===== config.mk =====
export PLATFORM = sky130hd
export DESIGN_NAME = sacs_top
export DESIGN_NICKNAME = d
export VERILOG_FILES = /design/src/design/sacs_result_mem.v /design/src/design/sacs_top.v
export VERILOG_INCLUDE_DIRS = /design/src /design/src/design
export SDC_FILE = /design/constraint.sdc
export NUM_CORES = 1
export LEC_CHECK = 0
export BUFFER_PORTS_ARGS = -buffer_cell sky130_fd_sc_hd__buf_4
export CORE_MARGIN = 1
export CORE_UTILIZATION = 57
export DETAILED_ROUTE_END_ITERATION = 12
export GPL_TIMING_DRIVEN = 1
export PLACE_DENSITY = 0.91
export SLEW_MARGIN = 10
export SYNTH_ARGS = -nofsm -noshare
export SYNTH_HDL_FRONTEND = slang
export SYNTH_HIERARCHICAL = 1
export SYNTH_SLANG_ARGS = --single-unit

===== constraint.sdc =====
create_clock -name mclk -period 5.3 [get_ports mclk]
set_clock_uncertainty 0.2 [all_clocks]
set_input_delay 0.53 -clock mclk [delete_from_list [all_inputs] [get_ports mclk]]
set_output_delay 0.53 -clock mclk [all_outputs]
set_load 0.01 [all_outputs]

===== src/design/sacs_consts.vh =====
// Constants for the converter channel sequencer
//
// Contract
// - Converter clock at most 18 MHz; each conversion spends at least 18 clocks.
// - Every conversion yields a 12-bit result.
// - Reduced-rate variant throughput capped at 806 thousand samples per second.
// - Reference select picks supply, half supply, 1.024 V or external pin.
// - Sample-and-hold acquisition length is programmable.
// - Eight inputs multiplexed; enabled channels scanned without processor help.
// - No idle cycles between channels; aggregate rate equals single-channel rate.
// - Channel chosen by scan state machine or directly by firmware.
// - Latest result of every channel held in its own buffer.
// - Each channel has its own sample time, applied when converted.
// - Result outside low/high limits raises out-of-range interrupt immediately.
// - On-chip temperature sensor selectable as conversion input.
// - Converter does not run in the two deepest low-power modes.
`ifndef SACS_CONSTS_VH
`define SACS_CONSTS_VH

// ----------------------------------------
// Sizes
// ----------------------------------------
`define SACS_RES_BITS 12
`define SACS_NCHAN 8
`define SACS_CHAN_BITS 3
`define SACS_STIME_BITS 8

// ----------------------------------------
// Timing
// ----------------------------------------
`define SACS_CLK_HZ 10000000
`define SACS_MAX_CONV_HZ 18000000
`define SACS_MIN_CONV_CLKS 18
`define SACS_CONV_CLKS 14
`define SACS_MIN_SAMPLE_CLKS 4
`define SACS_RED_SPS 806000
`define SACS_RED_CLKS ((`SACS_CLK_HZ + `SACS_RED_SPS - 1) / `SACS_RED_SPS)

// ----------------------------------------
// Reference select codes
// ----------------------------------------
`define SACS_REF_VDD 2'h0
`define SACS_REF_VDD_HALF 2'h1
`define SACS_REF_INTERNAL 2'h2
`define SACS_REF_EXTERNAL 2'h3

// ----------------------------------------
// Reset values
// ----------------------------------------
`define SACS_RST_CODE 12'h800
`define SACS_RST_REF 2'h0

`endif


===== src/design/sacs_result_mem.v =====
// Per-channel result buffer with registered read data
module sacs_result_mem #(
  parameter DW = 12,
  parameter AW = 3
) (
  input wire mclk, // Clock
  input wire arst_n, // Async reset, active low
  input wire wr_en, // Write strobe
  input wire [AW-1:0] wr_addr, // Write channel
  input wire [DW-1:0] wr_data, // Write result
  input wire [AW-1:0] rd_addr, // Read channel
  output reg [DW-1:0] rd_data_q // Registered read data
);
  reg [DW-1:0] mem [0:(1<<AW)-1];

  always @(posedge mclk) begin
    if (wr_en) begin
      mem[wr_addr] <= wr_data;
    end
  end

  // Read register lags the address by one clock
  always @(posedge mclk or negedge arst_n) begin
    if (!arst_n) begin
      rd_data_q <= {DW{1'b0}};
    end else begin
      rd_data_q <= mem[rd_addr];
    end
  end
endmodule


===== src/design/sacs_top.v =====
// Sequencer and successive-approximation control for the 12-bit converter
`include "sacs_consts.vh"

module sacs_top #(
  parameter REDUCED_RATE = 0
) (
  input wire mclk, // Converter clock, 10 MHz
  input wire arst_n, // Async reset, active low
  input wire sar_enable, // Converter enable
  input wire auto_scan, // 1 scan machine, 0 firmware select
  input wire scan_start, // Start a scan, pulse
  input wire scan_continuous, // Restart scan after completion
  input wire [7:0] chan_enable, // Channels in the scan
  input wire [2:0] fw_chan, // Firmware-selected channel
  input wire fw_start, // Convert fw_chan once, pulse
  input wire temp_sel, // Route temperature sensor in place of channel 7
  input wire [1:0] ref_select, // Reference choice
  input wire [63:0] sample_times, // Eight 8-bit sample times, channel 0 lowest
  input wire [11:0] limit_low, // Low range limit
  input wire [11:0] limit_high, // High range limit
  input wire [7:0] range_mask, // Interrupt enable per channel
  input wire [7:0] range_clear, // Clear range flags, pulse per bit
  input wire deep_sleep, // Deep Sleep mode level
  input wire hibernate, // Hibernate mode level
  input wire cmp_in, // Analog comparator: input at or above trial code
  input wire [2:0] rd_chan, // Result read channel
  output reg [2:0] mux_sel_q, // Converter input multiplexer select
  output reg temp_route_q, // Temperature sensor routed to converter
  output reg [1:0] ref_sel_q, // Reference select to analog
  output reg sample_q, // Sample-and-hold tracking
  output reg [11:0] trial_code_q, // Capacitor DAC trial code
  output reg busy_q, // Conversion or scan active
  output reg conv_done_q, // Result ready, one-cycle pulse
  output reg [2:0] conv_chan_q, // Channel of last result
  output reg [11:0] conv_result_q, // Last result
  output reg scan_done_q, // Scan complete, one-cycle pulse
  output wire [11:0] rd_data_q, // Buffered result of rd_chan
  output reg [7:0] range_flags_q, // Sticky out-of-range flags
  output reg range_irq_q // Out-of-range interrupt request
);
  // ----------------------------------------
  // States and derived timing
  // ----------------------------------------
  localparam [2:0] ST_IDLE = 3'b001;
  localparam [2:0] ST_SAMPLE = 3'b010;
  localparam [2:0] ST_CONV = 3'b100;

  // Throughput floor; the reduced-rate part may need more clocks per sample
  localparam integer RED_CLKS = `SACS_RED_CLKS;
  localparam integer MIN_TOTAL = (REDUCED_RATE != 0 && RED_CLKS > `SACS_MIN_CONV_CLKS) ?
                                 RED_CLKS : `SACS_MIN_CONV_CLKS;
  localparam integer FLOOR_SAMP = MIN_TOTAL - `SACS_CONV_CLKS;
  localparam integer MIN_SAMP = (FLOOR_SAMP > `SACS_MIN_SAMPLE_CLKS) ?
                                FLOOR_SAMP : `SACS_MIN_SAMPLE_CLKS;
  localparam [7:0] MIN_SAMP8 = MIN_SAMP[7:0];
  localparam integer LAST_CONV_I = `SACS_CONV_CLKS - 1;
  localparam [3:0] LAST_CONV = LAST_CONV_I[3:0];

  // ----------------------------------------
  // Functions
  // ----------------------------------------
  // Lowest enabled channel above cur (or from 0 when first); bit 3 = found
  function [3:0] next_chan;
    input [7:0] en;
    input [2:0] cur;
    input first;
    integer i;
    begin
      next_chan = 4'h0;
      for (i = 7; i >= 0; i = i - 1) begin
        if (en[i] && (first || i > cur)) begin
          next_chan = {1'b1, i[2:0]};
        end
      end
    end
  endfunction

  // Programmed sample time, never below the floor
  function [7:0] samp_len;
    input [63:0] times;
    input [2:0] ch;
    reg [7:0] t;
    begin
      t = times[ch*8 +: 8];
      samp_len = (t < MIN_SAMP8) ? MIN_SAMP8 : t;
    end
  endfunction

  // ----------------------------------------
  // Registers
  // ----------------------------------------
  reg [2:0] state_q, state_d;
  reg [7:0] cnt_q, cnt_d;
  reg scan_q, scan_d;
  reg [2:0] mux_d;
  reg [11:0] code_d;
  reg conv_done_d, scan_done_d, wr_en;
  reg [11:0] result;
  reg [3:0] nxt, first_ch;
  reg [7:0] oor;
  wire halt = deep_sleep | hibernate | ~sar_enable;

  // ----------------------------------------
  // Sequencer and approximation
  // ----------------------------------------
  always @* begin
    state_d = state_q;
    cnt_d = cnt_q;
    scan_d = scan_q;
    mux_d = mux_sel_q;
    code_d = trial_code_q;
    conv_done_d = 1'b0;
    scan_done_d = 1'b0;
    wr_en = 1'b0;
    result = trial_code_q;
    nxt = next_chan(chan_enable, mux_sel_q, 1'b0);
    first_ch = next_chan(chan_enable, 3'h0, 1'b1);
    case (state_q)
      ST_IDLE: begin
        if (auto_scan && scan_start && first_ch[3]) begin
          state_d = ST_SAMPLE;
          scan_d = 1'b1;
          mux_d = first_ch[2:0];
          cnt_d = samp_len(sample_times, first_ch[2:0]) - 8'h01;
        end else if (!auto_scan && fw_start) begin
          state_d = ST_SAMPLE;
          scan_d = 1'b0;
          mux_d = fw_chan;
          cnt_d = samp_len(sample_times, fw_chan) - 8'h01;
        end
      end
      ST_SAMPLE: begin
        cnt_d = cnt_q - 8'h01;
        if (cnt_q == 8'h00) begin
          state_d = ST_CONV;
          // Restart from zero so the conversion phase is exactly the fixed count
          cnt_d = 8'h00;
          code_d = `SACS_RST_CODE;
        end
      end
      ST_CONV: begin
        cnt_d = cnt_q + 8'h01;
        // Twelve trial cycles, MSB first, then two settle cycles
        if (cnt_q < 8'd12) begin
          code_d[4'd11 - cnt_q[3:0]] = cmp_in;
          if (cnt_q < 8'd11) begin
            code_d[4'd10 - cnt_q[3:0]] = 1'b1;
          end
        end
        if (cnt_q[3:0] == LAST_CONV) begin
          wr_en = 1'b1;
          conv_done_d = 1'b1;
          state_d = ST_IDLE;
          if (scan_q && nxt[3]) begin
            state_d = ST_SAMPLE;
            mux_d = nxt[2:0];
            cnt_d = samp_len(sample_times, nxt[2:0]) - 8'h01;
          end else if (scan_q) begin
            scan_done_d = 1'b1;
            if (scan_continuous && first_ch[3]) begin
              state_d = ST_SAMPLE;
              mux_d = first_ch[2:0];
              cnt_d = samp_len(sample_times, first_ch[2:0]) - 8'h01;
            end else begin
              scan_d = 1'b0;
            end
          end
        end
      end
      default: begin
        state_d = ST_IDLE;
      end
    endcase
    // Low-power modes stop the converter clock, so abandon any conversion
    if (halt) begin
      state_d = ST_IDLE;
      scan_d = 1'b0;
      wr_en = 1'b0;
      conv_done_d = 1'b0;
      scan_done_d = 1'b0;
    end
  end

  // ----------------------------------------
  // Range check
  // ----------------------------------------
  always @* begin
    oor = 8'h00;
    if (wr_en && (result < limit_low || result > limit_high)) begin
      oor[mux_sel_q] = 1'b1;
    end
  end

  always @(posedge mclk or negedge arst_n) begin
    if (!arst_n) begin
      state_q <= ST_IDLE;
      cnt_q <= 8'h00;
      scan_q <= 1'b0;
      mux_sel_q <= 3'h0;
      temp_route_q <= 1'b0;
      ref_sel_q <= `SACS_RST_REF;
      sample_q <= 1'b0;
      trial_code_q <= `SACS_RST_CODE;
      busy_q <= 1'b0;
      conv_done_q <= 1'b0;
      conv_chan_q <= 3'h0;
      conv_result_q <= 12'h000;
      scan_done_q <= 1'b0;
      range_flags_q <= 8'h00;
      range_irq_q <= 1'b0;
    end else begin
      state_q <= state_d;
      cnt_q <= cnt_d;
      scan_q <= scan_d;
      mux_sel_q <= mux_d;
      temp_route_q <= temp_sel && (mux_d == 3'h7);
      ref_sel_q <= ref_select;
      sample_q <= (state_d == ST_SAMPLE);
      trial_code_q <= code_d;
      busy_q <= (state_d != ST_IDLE);
      conv_done_q <= conv_done_d;
      scan_done_q <= scan_done_d;
      if (wr_en) begin
        conv_chan_q <= mux_sel_q;
        conv_result_q <= result;
      end
      // New event wins over a clear in the same cycle
      range_flags_q <= (range_flags_q & ~range_clear) | oor;
      range_irq_q <= |(((range_flags_q & ~range_clear) | oor) & range_mask);
    end
  end

  // ----------------------------------------
  // Result buffer
  // ----------------------------------------
  sacs_result_mem #(
    .DW(`SACS_RES_BITS),
    .AW(`SACS_CHAN_BITS)
  ) u_mem (
    .mclk(mclk),
    .arst_n(arst_n),
    .wr_en(wr_en),
    .wr_addr(mux_sel_q),
    .wr_data(result),
    .rd_addr(rd_chan),
    .rd_data_q(rd_data_q)
  );
endmodule


-- Word-level counts from Yosys, hierarchy flattened
Memory sizes are Yosys's and may differ from the RTL's. A register that Yosys moved wholly into a read port is not among the register bits.
Index checks and enable logic that the tools add are counted.
- $add $sub $neg: 7
- order comparisons: 20
- eq/ne operators: 13
- shift operators: 3
- multiplexer cells: 72
- bitwise logic cells: 8
- reductions and logical operators: 28
- operators by type and width (kind ; number):
    variable part select 64 x 7 -> 8 bit ; 3
    2-to-1 mux 8 bit ; 11
    2-to-1 mux 4 bit ; 15
    2-to-1 mux 12 bit ; 3
    2-to-1 mux 3 bit ; 11
    subtractor 8 x 1 -> 8 bit (second input constant) ; 4
    < comparator 8 x 3 -> 1 bit (second input constant) ; 3
    one-hot mux 12 bit (2 select lines) ; 1
    one-hot mux 8 bit (3 select lines) ; 1
    2-to-1 mux 1 bit ; 20
    logical AND 1 bit ; 17
    bitwise AND 8 bit ; 2
    < comparator 8 x 4 -> 1 bit (second input constant) ; 2
    bitwise mux 12 bit ; 1
    greater-than comparator 12 bit ; 1
    greater-than comparator 3 bit (first input constant) ; 4
    < comparator 12 bit ; 1
    bitwise OR 12 bit ; 1
    < comparator 4 x 5 -> 1 bit (second input constant) ; 2
    inequality test 3 bit (second input constant) ; 3
    one-hot mux 3 bit (3 select lines) ; 1
    adder 8 x 1 -> 8 bit (second input constant) ; 1
    demux 1 bit (select 4 bit) ; 2
    >= comparator 4 x 1 -> 1 bit (second input constant) ; 2
    other kinds (29) ; 39
- register bits: 58
- bits in writable memories: 96
- output and inout bits: 58
- word-level logic and storage cells: 167
- memories: 1
- memories (memory ; depth ; width ; read ports ; clocked after memory_dff ; write ports ; line ; RTL):
    u_mem.mem ; 8 ; 12 ; 1 ; 1 ; 1 ; sacs_result_mem.v:14 ; reg [DW-1:0] mem [0:(1<<AW)-1];

-- Longest topological paths before layout
Gate-level depths: netlist of run 1.
- word-level depth: 17
- mapped depth: 19
- depth with buffers taken out: 15

-- By module
The synthesis of run 1 kept the hierarchy.
- modules (own cells, without submodules) (module ; instances ; cells each ; area each (um2) ; sequential area each (um2)):
    sacs_top ; 1 ; 855 ; 6794.0 ; 1453.9
    sacs_result_mem ; 1 ; 164 ; 4047.6 ; 3183.1

-- Least setup slack after synthesis of run 1
OpenSTA, ideal clock, no wires.
- kind: in2reg
- start point: in chan_enable[3]
- end point: reg cnt_q[6]
- library setup time: 0.066 ns
- arrival time: 4.063 ns
- data required time: 5.034 ns
- path slack: 0.971 ns
- stages on the path: 15
- cells stage by stage: buf_2 nor2_1 a211o_1 a21oi_1 mux4_2 o22ai_1 nand2_1 or3_1 o21ai_1 ha_1 nand2_1 nor3b_2 mux2_1 o21ai_0 o32a_1
- word-level cells in the longest chain between the ends: 13
- RTL lines (what ; line ; RTL):
    from (decl) ; sacs_top.v:13 ; input wire [7:0] chan_enable,
    2-to-1 mux 4 bit (4 in a row) ; sacs_top.v:71 ; if (en[i] && (first || i > cur)) begin
    variable part select 64 x 7 -> 8 bit ; sacs_top.v:84 ; t = times[ch*8 +: 8];
    < comparator 8 x 3 -> 1 bit ; sacs_top.v:85 ; samp_len = (t < MIN_SAMP8) ? MIN_SAMP8 : t;
    2-to-1 mux 8 bit ; sacs_top.v:85 ;
    subtractor 8 x 1 -> 8 bit ; sacs_top.v:124, sacs_top.v:163 ;
    2-to-1 mux 8 bit ; sacs_top.v:160 ; if (scan_continuous && first_ch[3]) begin
    2-to-1 mux 8 bit ; sacs_top.v:158 ; end else if (scan_q) begin
    2-to-1 mux 8 bit ; sacs_top.v:154 ; if (scan_q && nxt[3]) begin
    2-to-1 mux 8 bit ; sacs_top.v:150 ; if (cnt_q[3:0] == LAST_CONV) begin
    one-hot mux 8 bit (3 select lines) ; sacs_top.v:118 ; case (state_q)
    to (signal assigned) ; sacs_top.v:213 ; cnt_q <= cnt_d;
    to (decl) ; sacs_top.v:93 ; reg [7:0] cnt_q, cnt_d;
Several ways; a longest one is shown, not always the timed one.
A chain may end at the register's enable or synchronous reset.

-- Worst setup path in the final report of run 1
- start point: reg mux_sel_q[1]
- end point: reg cnt_q[6]
- word-level cells in the longest chain between the ends: 16
- RTL lines (what ; line ; RTL):
    from (decl) ; sacs_top.v:27 ; output reg [2:0] mux_sel_q,
    from (signal assigned) ; sacs_top.v:215 ; mux_sel_q <= mux_d;
    greater-than comparator 3 bit ; sacs_top.v:71 ;
    logical AND 1 bit ; sacs_top.v:71 ;
    2-to-1 mux 4 bit (6 in a row) ; sacs_top.v:71 ;
    2-to-1 mux 4 bit * ; sacs_top.v:71 ;
    variable part select 64 x 7 -> 8 bit ; sacs_top.v:84 ;
    < comparator 8 x 3 -> 1 bit ; sacs_top.v:85 ;
    2-to-1 mux 8 bit ; sacs_top.v:85 ;
    subtractor 8 x 1 -> 8 bit ; sacs_top.v:157 ; cnt_d = samp_len(sample_times, nxt[2:0]) - 8'h01;
    2-to-1 mux 8 bit * ; sacs_top.v:154 ;
    2-to-1 mux 8 bit * ; sacs_top.v:150 ;
    one-hot mux 8 bit (3 select lines) * ; sacs_top.v:118 ;
Every way passes the cells marked *; elsewhere a longest branch is shown, timed or not.

==> flow_summary.ini, run 1 <==
[status]
status = finished clean

[yosys]
synth-async-reset-ratio = 0.422
yosys.area.top_type_share = 0.266
syn_inst = 1019
ys_top_cells_by_area = edfxtp_1 (27%), dfrtp_1 (16%), mux4_1 (5.1%), mux4_2 (4.6%), nand2_1 (4.5%)
netlist_area_sq_um = 10800
synth_area_leader_cell = edfxtp_1
yosys.cell_types.count = 80
syn_nets = 1181
yosysSeqAreaShare = 0.428
synth-warning-count = 6
synth_edf_count = 96
ys_ff_latch = 166
avgSynthCellArea_sq_um = 10.6
yosys_most_used_dff = edfxtp_1

[drt]
antenna_left = 0
drc = 0
viasPerCell = 6.73
routedWlPerCell_um = 23.5
firstDrtPassIters = 8
wirelength_um = 34000
first_iter_violations = 930
vias = 9746

[sta]
finalCriticalPeriod_ns = 4.80
period_share = 0.906
worst_slew_pin_slew_ns = 1.10
setup_viol = 0
slew_headroom = 0.247
drv_slew = 0
rsz0062_at_grt = no
max_freq_mhz = 208
hold_viol_final = 0
finalSetupTns_ns = 0

[worst_setup_path]
critPathKind = register to register
path_max_fanout = 19
r2r-end = cnt_q[6]$_DFFE_PN0P_
crit_required_ns = 5.47
rr_startpoint = mux_sel_q[1]$_DFF_PN0_
max_stage_delay_ns = 0.76
slowest_stage = dfrtp_1
startpoint_type = register
worstPathArrival_ns = 4.98
path_cells = a21boi_1 -> o21a_1 -> o211a_1 -> a2111oi_0 -> nor4_1 -> a21o_1 -> or3_1 -> o221ai_1 -> ha_1 -> inv_1 -> or4_1 -> a21oi_1 -> o32a_1
reg2reg_depth = 13
regToRegSetupSlack_ns = 0.50
cp-end-kind = register

[floorplanning]
rows = 50
initial_core_util = 0.582
die_w_um = 140
fp.coreArea_sq_um = 18600
die_h_um = 140
dieArea_sq_um = 19600
ios = 189

[job]
cap_violations = 0

[clock_tree]
worstSkewPairLatency_ns = 0.43
cts_buffers = 17
cts_root_buf = clkbuf_16
cts_buffer_depth = 2
cts.sinks = 166
cts_tree = built
cts.clk_slew.worst_paths_ns = 0.07
htree_levels = 4

[power]
power.leakage_nw = 5.06
total_power_mw = 3.72
irDropWorstVdd_v = 0.000178
p_per_area_nw_per_um2 = 284

[global_route]
grt_use_total = 0.352
grt_pass1_wl_um = 52300
grt_overflow_total = 0
grt_max_degree = 71
antenna_found_initial = 0
grt_pass1_vias = 9526

[placed_design]
io_buffers = 188
placed_cell_area_sq_um = 12500
place_congestion = 1.02
hpwlAfterDp_um = 25000

[cells_and_area]
fin_nets = 1363
fin_util = 0.702
area_growth_syn_to_layout_pct = 20.8
postLayoutCellArea_sq_um = 13100
diodes = 0
layout-drive-gt1-share = 0.264
fillers = 1325

[min_path]
holdCritPathClass = input port to asynchronous set/reset pin
[worst max-delay path by stage]
stage / startpoint / to / slack (ns) / cells after the start
floorplan: chan_enable[3] / cnt_q[6]$_DFFE_PN0P_ / 0.97 / 15
global placement: mux_sel_q[2]$_DFF_PN0_ / cnt_q[6]$_DFFE_PN0P_ / 0.61 / 15
detailed placement: mux_sel_q[1]$_DFF_PN0_ / cnt_q[6]$_DFFE_PN0P_ / 0.62 / 13
CTS: mux_sel_q[1]$_DFF_PN0_ / cnt_q[6]$_DFFE_PN0P_ / 0.59 / 13
global route: mux_sel_q[1]$_DFF_PN0_ / cnt_q[6]$_DFFE_PN0P_ / 0.09 / 13
finish: mux_sel_q[1]$_DFF_PN0_ / cnt_q[6]$_DFFE_PN0P_ / 0.50 / 13
[what timing repair did]
item	in CTS	in global routing
hold endpoints to repair	2	0
setup buffers	0	0
hold buffers	2	0
gates resized for setup	0	0
endpoints found under the setup margin	0	0
[worst max-delay path: cells and delay by family (launching register included)]
family                   cells  cell delay (ns)
AO/OA/AOI/OAI                8             2.33
adder cells (fa/ha/maj)      1             0.23
buffers and inverters        1             0.09
AND/OR/NAND/NOR              3             1.13
flip-flops                   1             0.76
[through the flow]
step	hold slack, ns	std cells	worst slack [ns]
finish	0.0367	1448	0.498
global route	0.0718	1448	0.0899
CTS	0.0596	1448	0.595
detailed placement	0.264	1414	0.621
global placement	0.261	1414	0.613
floorplan	0.0344	1019	0.971
[sequential cells by signal, indices dropped and copies added (netlist names), 2 cells and up]
signal / cells
u_mem/mem: 96
range_flags_q: 8
mux_sel_q: 3
conv_chan_q: 3
ref_sel_q: 2
u_mem/rd_data_q: 12
state_q: 3
cnt_q: 8
trial_code_q: 12
conv_result_q: 12
[routing by layer]
layer,up-vias,share of wire,wire length (um),track usage
met2,680,0.49,16700,0.604
met4,0,0.051,1730,0.175
met3,128,0.079,2700,0.0588
met1,4640,0.38,12900,0.433
li1,4298,-,-,-
met5,-,0,0,0
[layout by cell type, fill, tap and decap left out, drive strengths merged, types with 6 or more instances in the layout]
master     n
buf      214
nand2    133
edfxtp    96
dfrtp     68
o21ai     60
inv       59
nor2      55
mux2i     44
mux4      43
a21oi     38
ha        31
mux2      27
o22ai     23
nand2b    20
a31oi     18
nand3     18
nor3      18
clkbuf    17
nor2b     16
a2111oi   14
a21o      13
and3      12
o221ai    11
a221oi    10
nor4       9
nand3b     9
a22o       8
nand4      8
o211ai     7
a22oi      7
or2        7
o31ai      6
a211oi     6
xor2       6
[cell type report]
type	instances	area, sq um	share of cell area
inverters	51	191	0.0146
multi-input cells	749	5760	0.440
flip-flops and latches	166	4640	0.354
clock buffers	17	425	0.0325
clock inverters	15	161	0.0123
well taps	234	293	0.0224
repair buffers	216	1630	0.124
[cells in the mapped netlist (8+ instances only)]
cell / count
o221ai_1: 11
nand3b_1: 9
a2111oi_0: 12
a21oi_1: 38
nor2_1: 55
o21ai_0: 51
nand2b_1: 20
dfrtp_1: 68
nand4_1: 8
nor4_1: 9
clkbuf_1: 32
buf_2: 12
o22ai_1: 23
nor2b_1: 16
nand2_1: 131
and3_1: 12
mux2i_1: 44
nand3_1: 18
mux2_2: 26
a22o_1: 8
mux4_1: 21
ha_1: 31
nor3_1: 18
a31oi_1: 18
inv_1: 51
edfxtp_1: 96
a21o_1: 13
mux4_2: 22
[where the power goes]
| part | leakage (nW) | total, mW | internal, mW | switching, mW |
|---|---|---|---|---|
| registers | 1.44 | 1.46 | 1.38 | 0.0807 |
| logic | 3.34 | 1.05 | 0.428 | 0.623 |
| clock network | 0.281 | 1.21 | 0.630 | 0.579 |
| total | 5.06 | 3.72 | 2.44 | 1.28 |
[cell families (layout without fill, tap and decap cells)]
logic type      Yosys count  count (layout)  synth area share
mux                     114             114             0.165
fa+ha+maj                31              31            0.0358
xor+xnor                 11              11           0.00889
compound gates          263             263             0.173
buf+inv                 104             299            0.0412
simple gates            330             330             0.149
flops                   166             166             0.428
Power figures use the tool's default switching activity.
==> run 2: changes to the inputs <==
--- a/config.mk
+++ b/config.mk
@@ -8,10 +8,10 @@
 export LEC_CHECK = 0
 export BUFFER_PORTS_ARGS = -buffer_cell sky130_fd_sc_hd__buf_4
 export CORE_MARGIN = 1
-export CORE_UTILIZATION = 57
+export CORE_UTILIZATION = 52
 export DETAILED_ROUTE_END_ITERATION = 12
 export GPL_TIMING_DRIVEN = 1
-export PLACE_DENSITY = 0.91
+export PLACE_DENSITY = 0.88
 export SLEW_MARGIN = 10
 export SYNTH_ARGS = -nofsm -noshare
 export SYNTH_HDL_FRONTEND = slang
==> constraint.sdc (replaced) <==
create_clock -name mclk -period 3.9 [get_ports mclk]
set_clock_uncertainty 0.2 [all_clocks]
set_input_delay 0.39 -clock mclk [delete_from_list [all_inputs] [get_ports mclk]]
set_output_delay 0.39 -clock mclk [all_outputs]
set_load 0.01 [all_outputs]
==> run 2 against run 1 <==
The run now ends with setup timing left. Power is 49% higher. Via count is 5.6% higher. Clock power is 38% higher. Critical path depth is 4 higher. Worst hold slack worse by 0.014 ns. Non-clock buffer count is 126 higher. Sequential power is 35% higher. Final area is 10% higher. Die area is 9.5% higher. Largest power group unchanged. Fmax is 19% higher. Worst setup slack worse by 0.64 ns. Global-route usage is 1.1 points lower.
==> flow_summary.ini, run 2 (same netlist as run 1, synthesis figures left out) <==
[floorplanning]
rows = 52
initial_core_util = 0.532
ios = 189
fp.coreArea_sq_um = 20400
die_h_um = 146
die_w_um = 146
dieArea_sq_um = 21400

[cells_and_area]
area_growth_syn_to_layout_pct = 33.4
diodes = 0
largest_reg_flops = 96
fillers = 1383
layout_common_cells = buf_4 (320), nand2_1 (130), edfxtp_1 (96)
postLayoutCellArea_sq_um = 14500
layout_commonest_cell = buf_4
layout-drive-gt1-share = 0.357
fin_util = 0.710
largest_register = u_mem/mem
fin_nets = 1489

[sta]
worst_slew_pin_slew_ns = 0.947
finalCriticalPeriod_ns = 4.04
hold_viol_final = 0
setup_viol = 2
slew_headroom = 0.369
timing.final.ws_setup_ns = -0.141
rsz0062_at_grt = yes
drv_slew = 0
period_share = 1.04
max_freq_mhz = 247

[clock_tree]
cts_root_buf = clkbuf_16
worstSkewPairLatency_ns = 0.43
cts_buffer_depth = 2
cts.clk_slew.worst_paths_ns = 0.07
cts_tree = built
cts_buffers = 17
cts.sinks = 166
htree_levels = 4

[placed_design]
io_buffers = 188
placed_cell_area_sq_um = 13400
place_congestion = 1.05
hpwlAfterDp_um = 26900

[drt]
drc = 0
first_iter_violations = 980
viasPerCell = 6.39
vias = 10300
routedWlPerCell_um = 22.8
firstDrtPassIters = 6
wirelength_um = 36600
antenna_left = 0

[worst_setup_path]
crit_required_ns = 4.01
path_max_fanout = 7
worstPathArrival_ns = 4.16
startpoint_type = register
critPathKind = register to register
cp-end-kind = register

[job]
cap_violations = 0

[min_path]
holdCritPathClass = input port to register

[power]
irDropWorstVdd_v = 0.000255
p_per_area_nw_per_um2 = 385
total_power_mw = 5.56
power.leakage_nw = 5.73

[global_route]
grt_pass1_vias = 10300
antenna_found_initial = 0
grt_overflow_total = 0
grt_use_total = 0.341
grt_pass1_wl_um = 55900
grt_max_degree = 71

[status]
status = finished with violations
violations = setup timing
==> run 2: critical path, cell delays in order, from the launching register on <==
cell and delay (ns):
dfrtp_2 0.48, buf_6 0.17, a21boi_2 0.11, o21a_1 0.19
buf_4 0.15, o211ai_1 0.13, buf_4 0.20, a2111oi_4 0.36
nor4_2 0.09, a21o_1 0.18, or3_4 0.39, o221ai_2 0.19
ha_2 0.21, inv_1 0.08, o311ai_1 0.41, nor3_1 0.14
a21oi_1 0.16, o21ai_1 0.08
==> run 2: final cells by class <==
class | instances | area [sq um] | share of cell area
well taps | 270 | 338 | 0.0234
repair buffers | 342 | 2650 | 0.184
multi-input cells | 749 | 6050 | 0.418
clock inverters | 15 | 163 | 0.0112
clock buffers | 17 | 425 | 0.0294
flip-flops and latches | 166 | 4640 | 0.321
inverters | 51 | 191 | 0.0132
==> run 2: final timing paths <==
kind                                                   start                      endpoint  slack [ns]  cells after the start
worst min register to register  conv_result_q[6]$_DFFE_PN0P_  conv_result_q[6]$_DFFE_PN0P_        0.30                      2
worst max register to register        mux_sel_q[2]$_DFF_PN0_          cnt_q[2]$_DFFE_PN0P_       -0.14                     17
worst max-delay path                  mux_sel_q[2]$_DFF_PN0_          cnt_q[2]$_DFFE_PN0P_       -0.14                     17
max in group asynchronous                             arst_n        mux_sel_q[1]$_DFF_PN0_        2.37                      2
min in group asynchronous                             arst_n  u_mem/rd_data_q[4]$_DFF_PN0_        0.44                      2
worst min-delay path                              sar_enable            scan_q$_DFFE_PN0P_        0.02                      3
==> run 2: through the flow <==
step	hold WS (ns)	cells	setup WS (ns)	TNS [ns]
after floorplan	-0.106	1019	-0.0149	-0.0149
after global placement	0.264	1548	-0.118	-0.160
after detailed placement	0.264	1548	-0.211	-0.462
after CTS	0.00663	1598	0.00641	0
after global routing	0.0248	1610	-0.275	-0.475
final	0.0229	1610	-0.141	-0.188
==> run 2: per-layer routing <==
metal,wire length [um],global-route usage,vias to the layer above
li1,-,-,4545
met1,14200,0.417,4987
met2,18300,0.599,643
met3,2540,0.0525,118
met4,1620,0.147,0
met5,0,0,-
==> run 2: power breakdown <==
part / total (mW) / switching [mW] / internal, mW
registers: 1.97 / 0.0946 / 1.88
clock network: 1.67 / 0.761 / 0.908
logic: 1.92 / 1.02 / 0.900
total: 5.56 / 1.88 / 3.69
==> run 2: repair_timing <==
item	4_1_cts	5_1_grt
endpoints found under the setup margin	2	4
buffers inserted	7	12
hold buffers	11	0
pin swaps	8	22
resized for setup	19	25
endpoints found under the hold margin	78	0
==> run 3: changes to the inputs <==
--- a/config.mk
+++ b/config.mk
@@ -7,11 +7,13 @@
 export NUM_CORES = 1
 export LEC_CHECK = 0
 export BUFFER_PORTS_ARGS = -buffer_cell sky130_fd_sc_hd__buf_4
+export CELL_PAD_IN_SITES_DETAIL_PLACEMENT = 1
+export CELL_PAD_IN_SITES_GLOBAL_PLACEMENT = 1
 export CORE_MARGIN = 1
-export CORE_UTILIZATION = 52
+export CORE_UTILIZATION = 40
 export DETAILED_ROUTE_END_ITERATION = 12
 export GPL_TIMING_DRIVEN = 1
-export PLACE_DENSITY = 0.88
+export PLACE_DENSITY = 0.87
 export SLEW_MARGIN = 10
 export SYNTH_ARGS = -nofsm -noshare
 export SYNTH_HDL_FRONTEND = slang
==> run 3 against run 2 <==
The run still ends with setup timing left. Final area unchanged. Wire length up 16%. Critical path depth decreased by 2. Worst setup slack worse by 0.014 ns. Clock-buffer cell count unchanged. Register-to-register slack hardly changed. Combinational power grew 4%. Power rose by 1.5%. Core utilization is 16 points lower. Worst hold slack lost 0.0011 ns. Via count up 0.85%. Sequential cell count is the same. Critical path type unchanged. Largest power group is now combinational cells.
==> flow_summary.ini, run 3 (same netlist as run 1, synthesis figures left out) <==
[status]
status = finished with violations
violations = setup timing

[placed_design]
dp.cells = 1610
place_congestion = 0.968
io_buffers = 188
placed_cell_area_sq_um = 13500
hpwlAfterDp_um = 30900

[global_route]
grt_max_degree = 71
met1_usage = 0.355
gr-usage-met3 = 0.0471
busiest_layer = met2
grt_use_total = 0.306
grt_overflow_total = 0
grt_pass1_vias = 11200
grt.met2_usage = 0.553
antenna_found_initial = 0
grt_pass1_wl_um = 64800

[floorplanning]
rows = 59
die_h_um = 167
ios = 189
fp.coreArea_sq_um = 26400
die_w_um = 167
initial_core_util = 0.411
dieArea_sq_um = 27800

[drt]
firstDrtPassIters = 5
first_iter_violations = 767
vias = 10400
wirelength_um = 42300
viasPerCell = 6.21
routedWlPerCell_um = 25.3
drc = 0
antenna_left = 0

[power]
p_per_area_nw_per_um2 = 391
power.leakage_nw = 5.70
total_power_mw = 5.65
p_int_mw = 3.67
power_frac_comb = 0.354
swShare = 0.351
p_switching_mw = 1.98
p_clk_frac = 0.300
seq_power_share = 0.346
irDropWorstVdd_v = 0.000228

[worst_setup_path]
crit_required_ns = 4.09
critPathKind = register to register
reg2reg_depth = 15
path_max_fanout = 5
path_cells = buf_6 -> and4b_2 -> a221o_1 -> a211o_1 -> a211oi_2 -> nor4_2 -> a21o_1 -> or3_4 -> o221ai_2 -> ha_2 -> inv_2 -> buf_4 -> or4_4 -> a21oi_2 -> o32a_1
r2r-end = cnt_q[6]$_DFFE_PN0P_
cp-end-kind = register
startpoint_type = register
slowest_stage = dfrtp_2
regToRegSetupSlack_ns = -0.16
rr_startpoint = mux_sel_q[2]$_DFF_PN0_
max_stage_delay_ns = 0.45
worstPathArrival_ns = 4.24

[clock_tree]
cts.sinks = 166
cts_buffer_depth = 2
cts_tree = built
cts_root_buf = clkbuf_16
htree_levels = 4
worstSkewPairLatency_ns = 0.44
cts_buffers = 17
cts.clk_slew.worst_paths_ns = 0.08

[sta]
drv_slew = 0
setup_viol = 2
finalSetupTns_ns = -0.260
period_share = 1.04
hold_viol_final = 0
max_freq_mhz = 247
slew_headroom = 0.352
worst_slew_pin_slew_ns = 0.972
finalCriticalPeriod_ns = 4.06
rsz0062_at_grt = yes
timing.final.ws_setup_ns = -0.156

[cells_and_area]
fin_nets = 1485
layout_common_cells = buf_4 (317), nand2_1 (131), edfxtp_1 (96)
area_growth_syn_to_layout_pct = 33.4
largest_reg_flops = 96
layout-drive-gt1-share = 0.352
largest_register = u_mem/mem
postLayoutCellArea_sq_um = 14500
layout_commonest_cell = buf_4
final_cells = 1671
diodes = 0

[min_path]
holdCritPathClass = input port to register
holdPathEnd = scan_q$_DFFE_PN0P_
whs_path_depth = 3
hp-start = sar_enable

[job]
cap_violations = 0
==> run 3: cell types whose count changed in the layout (fill, tap and decap cells not counted), sizes merged <==
cell      change
clkinvlp      -1
inv           -1
clkinv        +2
buf           -4
==> run 3: metrics by stage <==
step | util | setup WS (ns) | hold slack [ns]
after global placement | 0.511 | -0.140 | 0.261
final | 0.549 | -0.156 | 0.0218
after global routing | 0.549 | -0.268 | 0.0151
after CTS | 0.545 | -0.0934 | 0.0140
after floorplan | - | -0.0149 | -0.106
after detailed placement | 0.511 | -0.296 | 0.274
==> run 3: worst max-delay path by stage <==
| stage | slack [ns] | startpoint | depth (start not counted) | end |
|---|---|---|---|---|
| 2_1_floorplan | -0.01 | mux_sel_q[0]$_DFF_PN0_ | 14 | cnt_q[6]$_DFFE_PN0P_ |
| 3_3_place_gp | -0.14 | chan_enable[6] | 16 | cnt_q[6]$_DFFE_PN0P_ |
| 3_5_place_dp | -0.30 | chan_enable[6] | 15 | cnt_q[6]$_DFFE_PN0P_ |
| 4_1_cts | -0.09 | mux_sel_q[2]$_DFF_PN0_ | 16 | cnt_q[2]$_DFFE_PN0P_ |
| 5_1_grt | -0.27 | mux_sel_q[0]$_DFF_PN0_ | 18 | cnt_q[2]$_DFFE_PN0P_ |
| 6_report | -0.16 | mux_sel_q[2]$_DFF_PN0_ | 15 | cnt_q[6]$_DFFE_PN0P_ |
==> run 3: layout make-up <==
cell class / instances / area [sq um]
Tap cell: 335 / 419
Multi-Input combinational cell: 749 / 6020
Fill cell: 2870 / 11900
Inverter: 51 / 191
Sequential cell: 166 / 4640
Timing Repair Buffer: 338 / 2610
Clock buffer: 17 / 425
Clock inverter: 15 / 164
==> run 3: power by group through the flow <==
stage	logic (mW)	registers (mW)	clock network (mW)
global route	2.12	1.96	1.77
CTS	1.88	1.95	1.71
global placement	1.70	1.99	0
floorplan	1.06	1.95	0
detailed placement	1.76	2.00	0
finish	2.00	1.96	1.69
==> run 3: timing repair <==
action,4_1_cts,5_1_grt
pin swaps,22,6
hold buffers,11,0
hold endpoints to repair,78,0
setup endpoints to repair,2,3
setup buffers,10,7
gates cloned,1,0
resized for setup,26,10
==> run 3: critical path, delay by kind of cell, from the launching register on <==
kind | cells | cell delay, ns
compound gates | 7 | 1.62
fa+ha+maj | 1 | 0.23
simple gates | 4 | 1.15
flops | 1 | 0.45
buf+inv | 3 | 0.34
==> run 3: layer usage <==
metal	wire, um	vias up	part of all wire
met2	21900	521	0.52
met3	2420	122	0.057
met5	0	-	0
met4	1800	0	0.043
li1	-	4538	-
met1	16200	5199	0.38
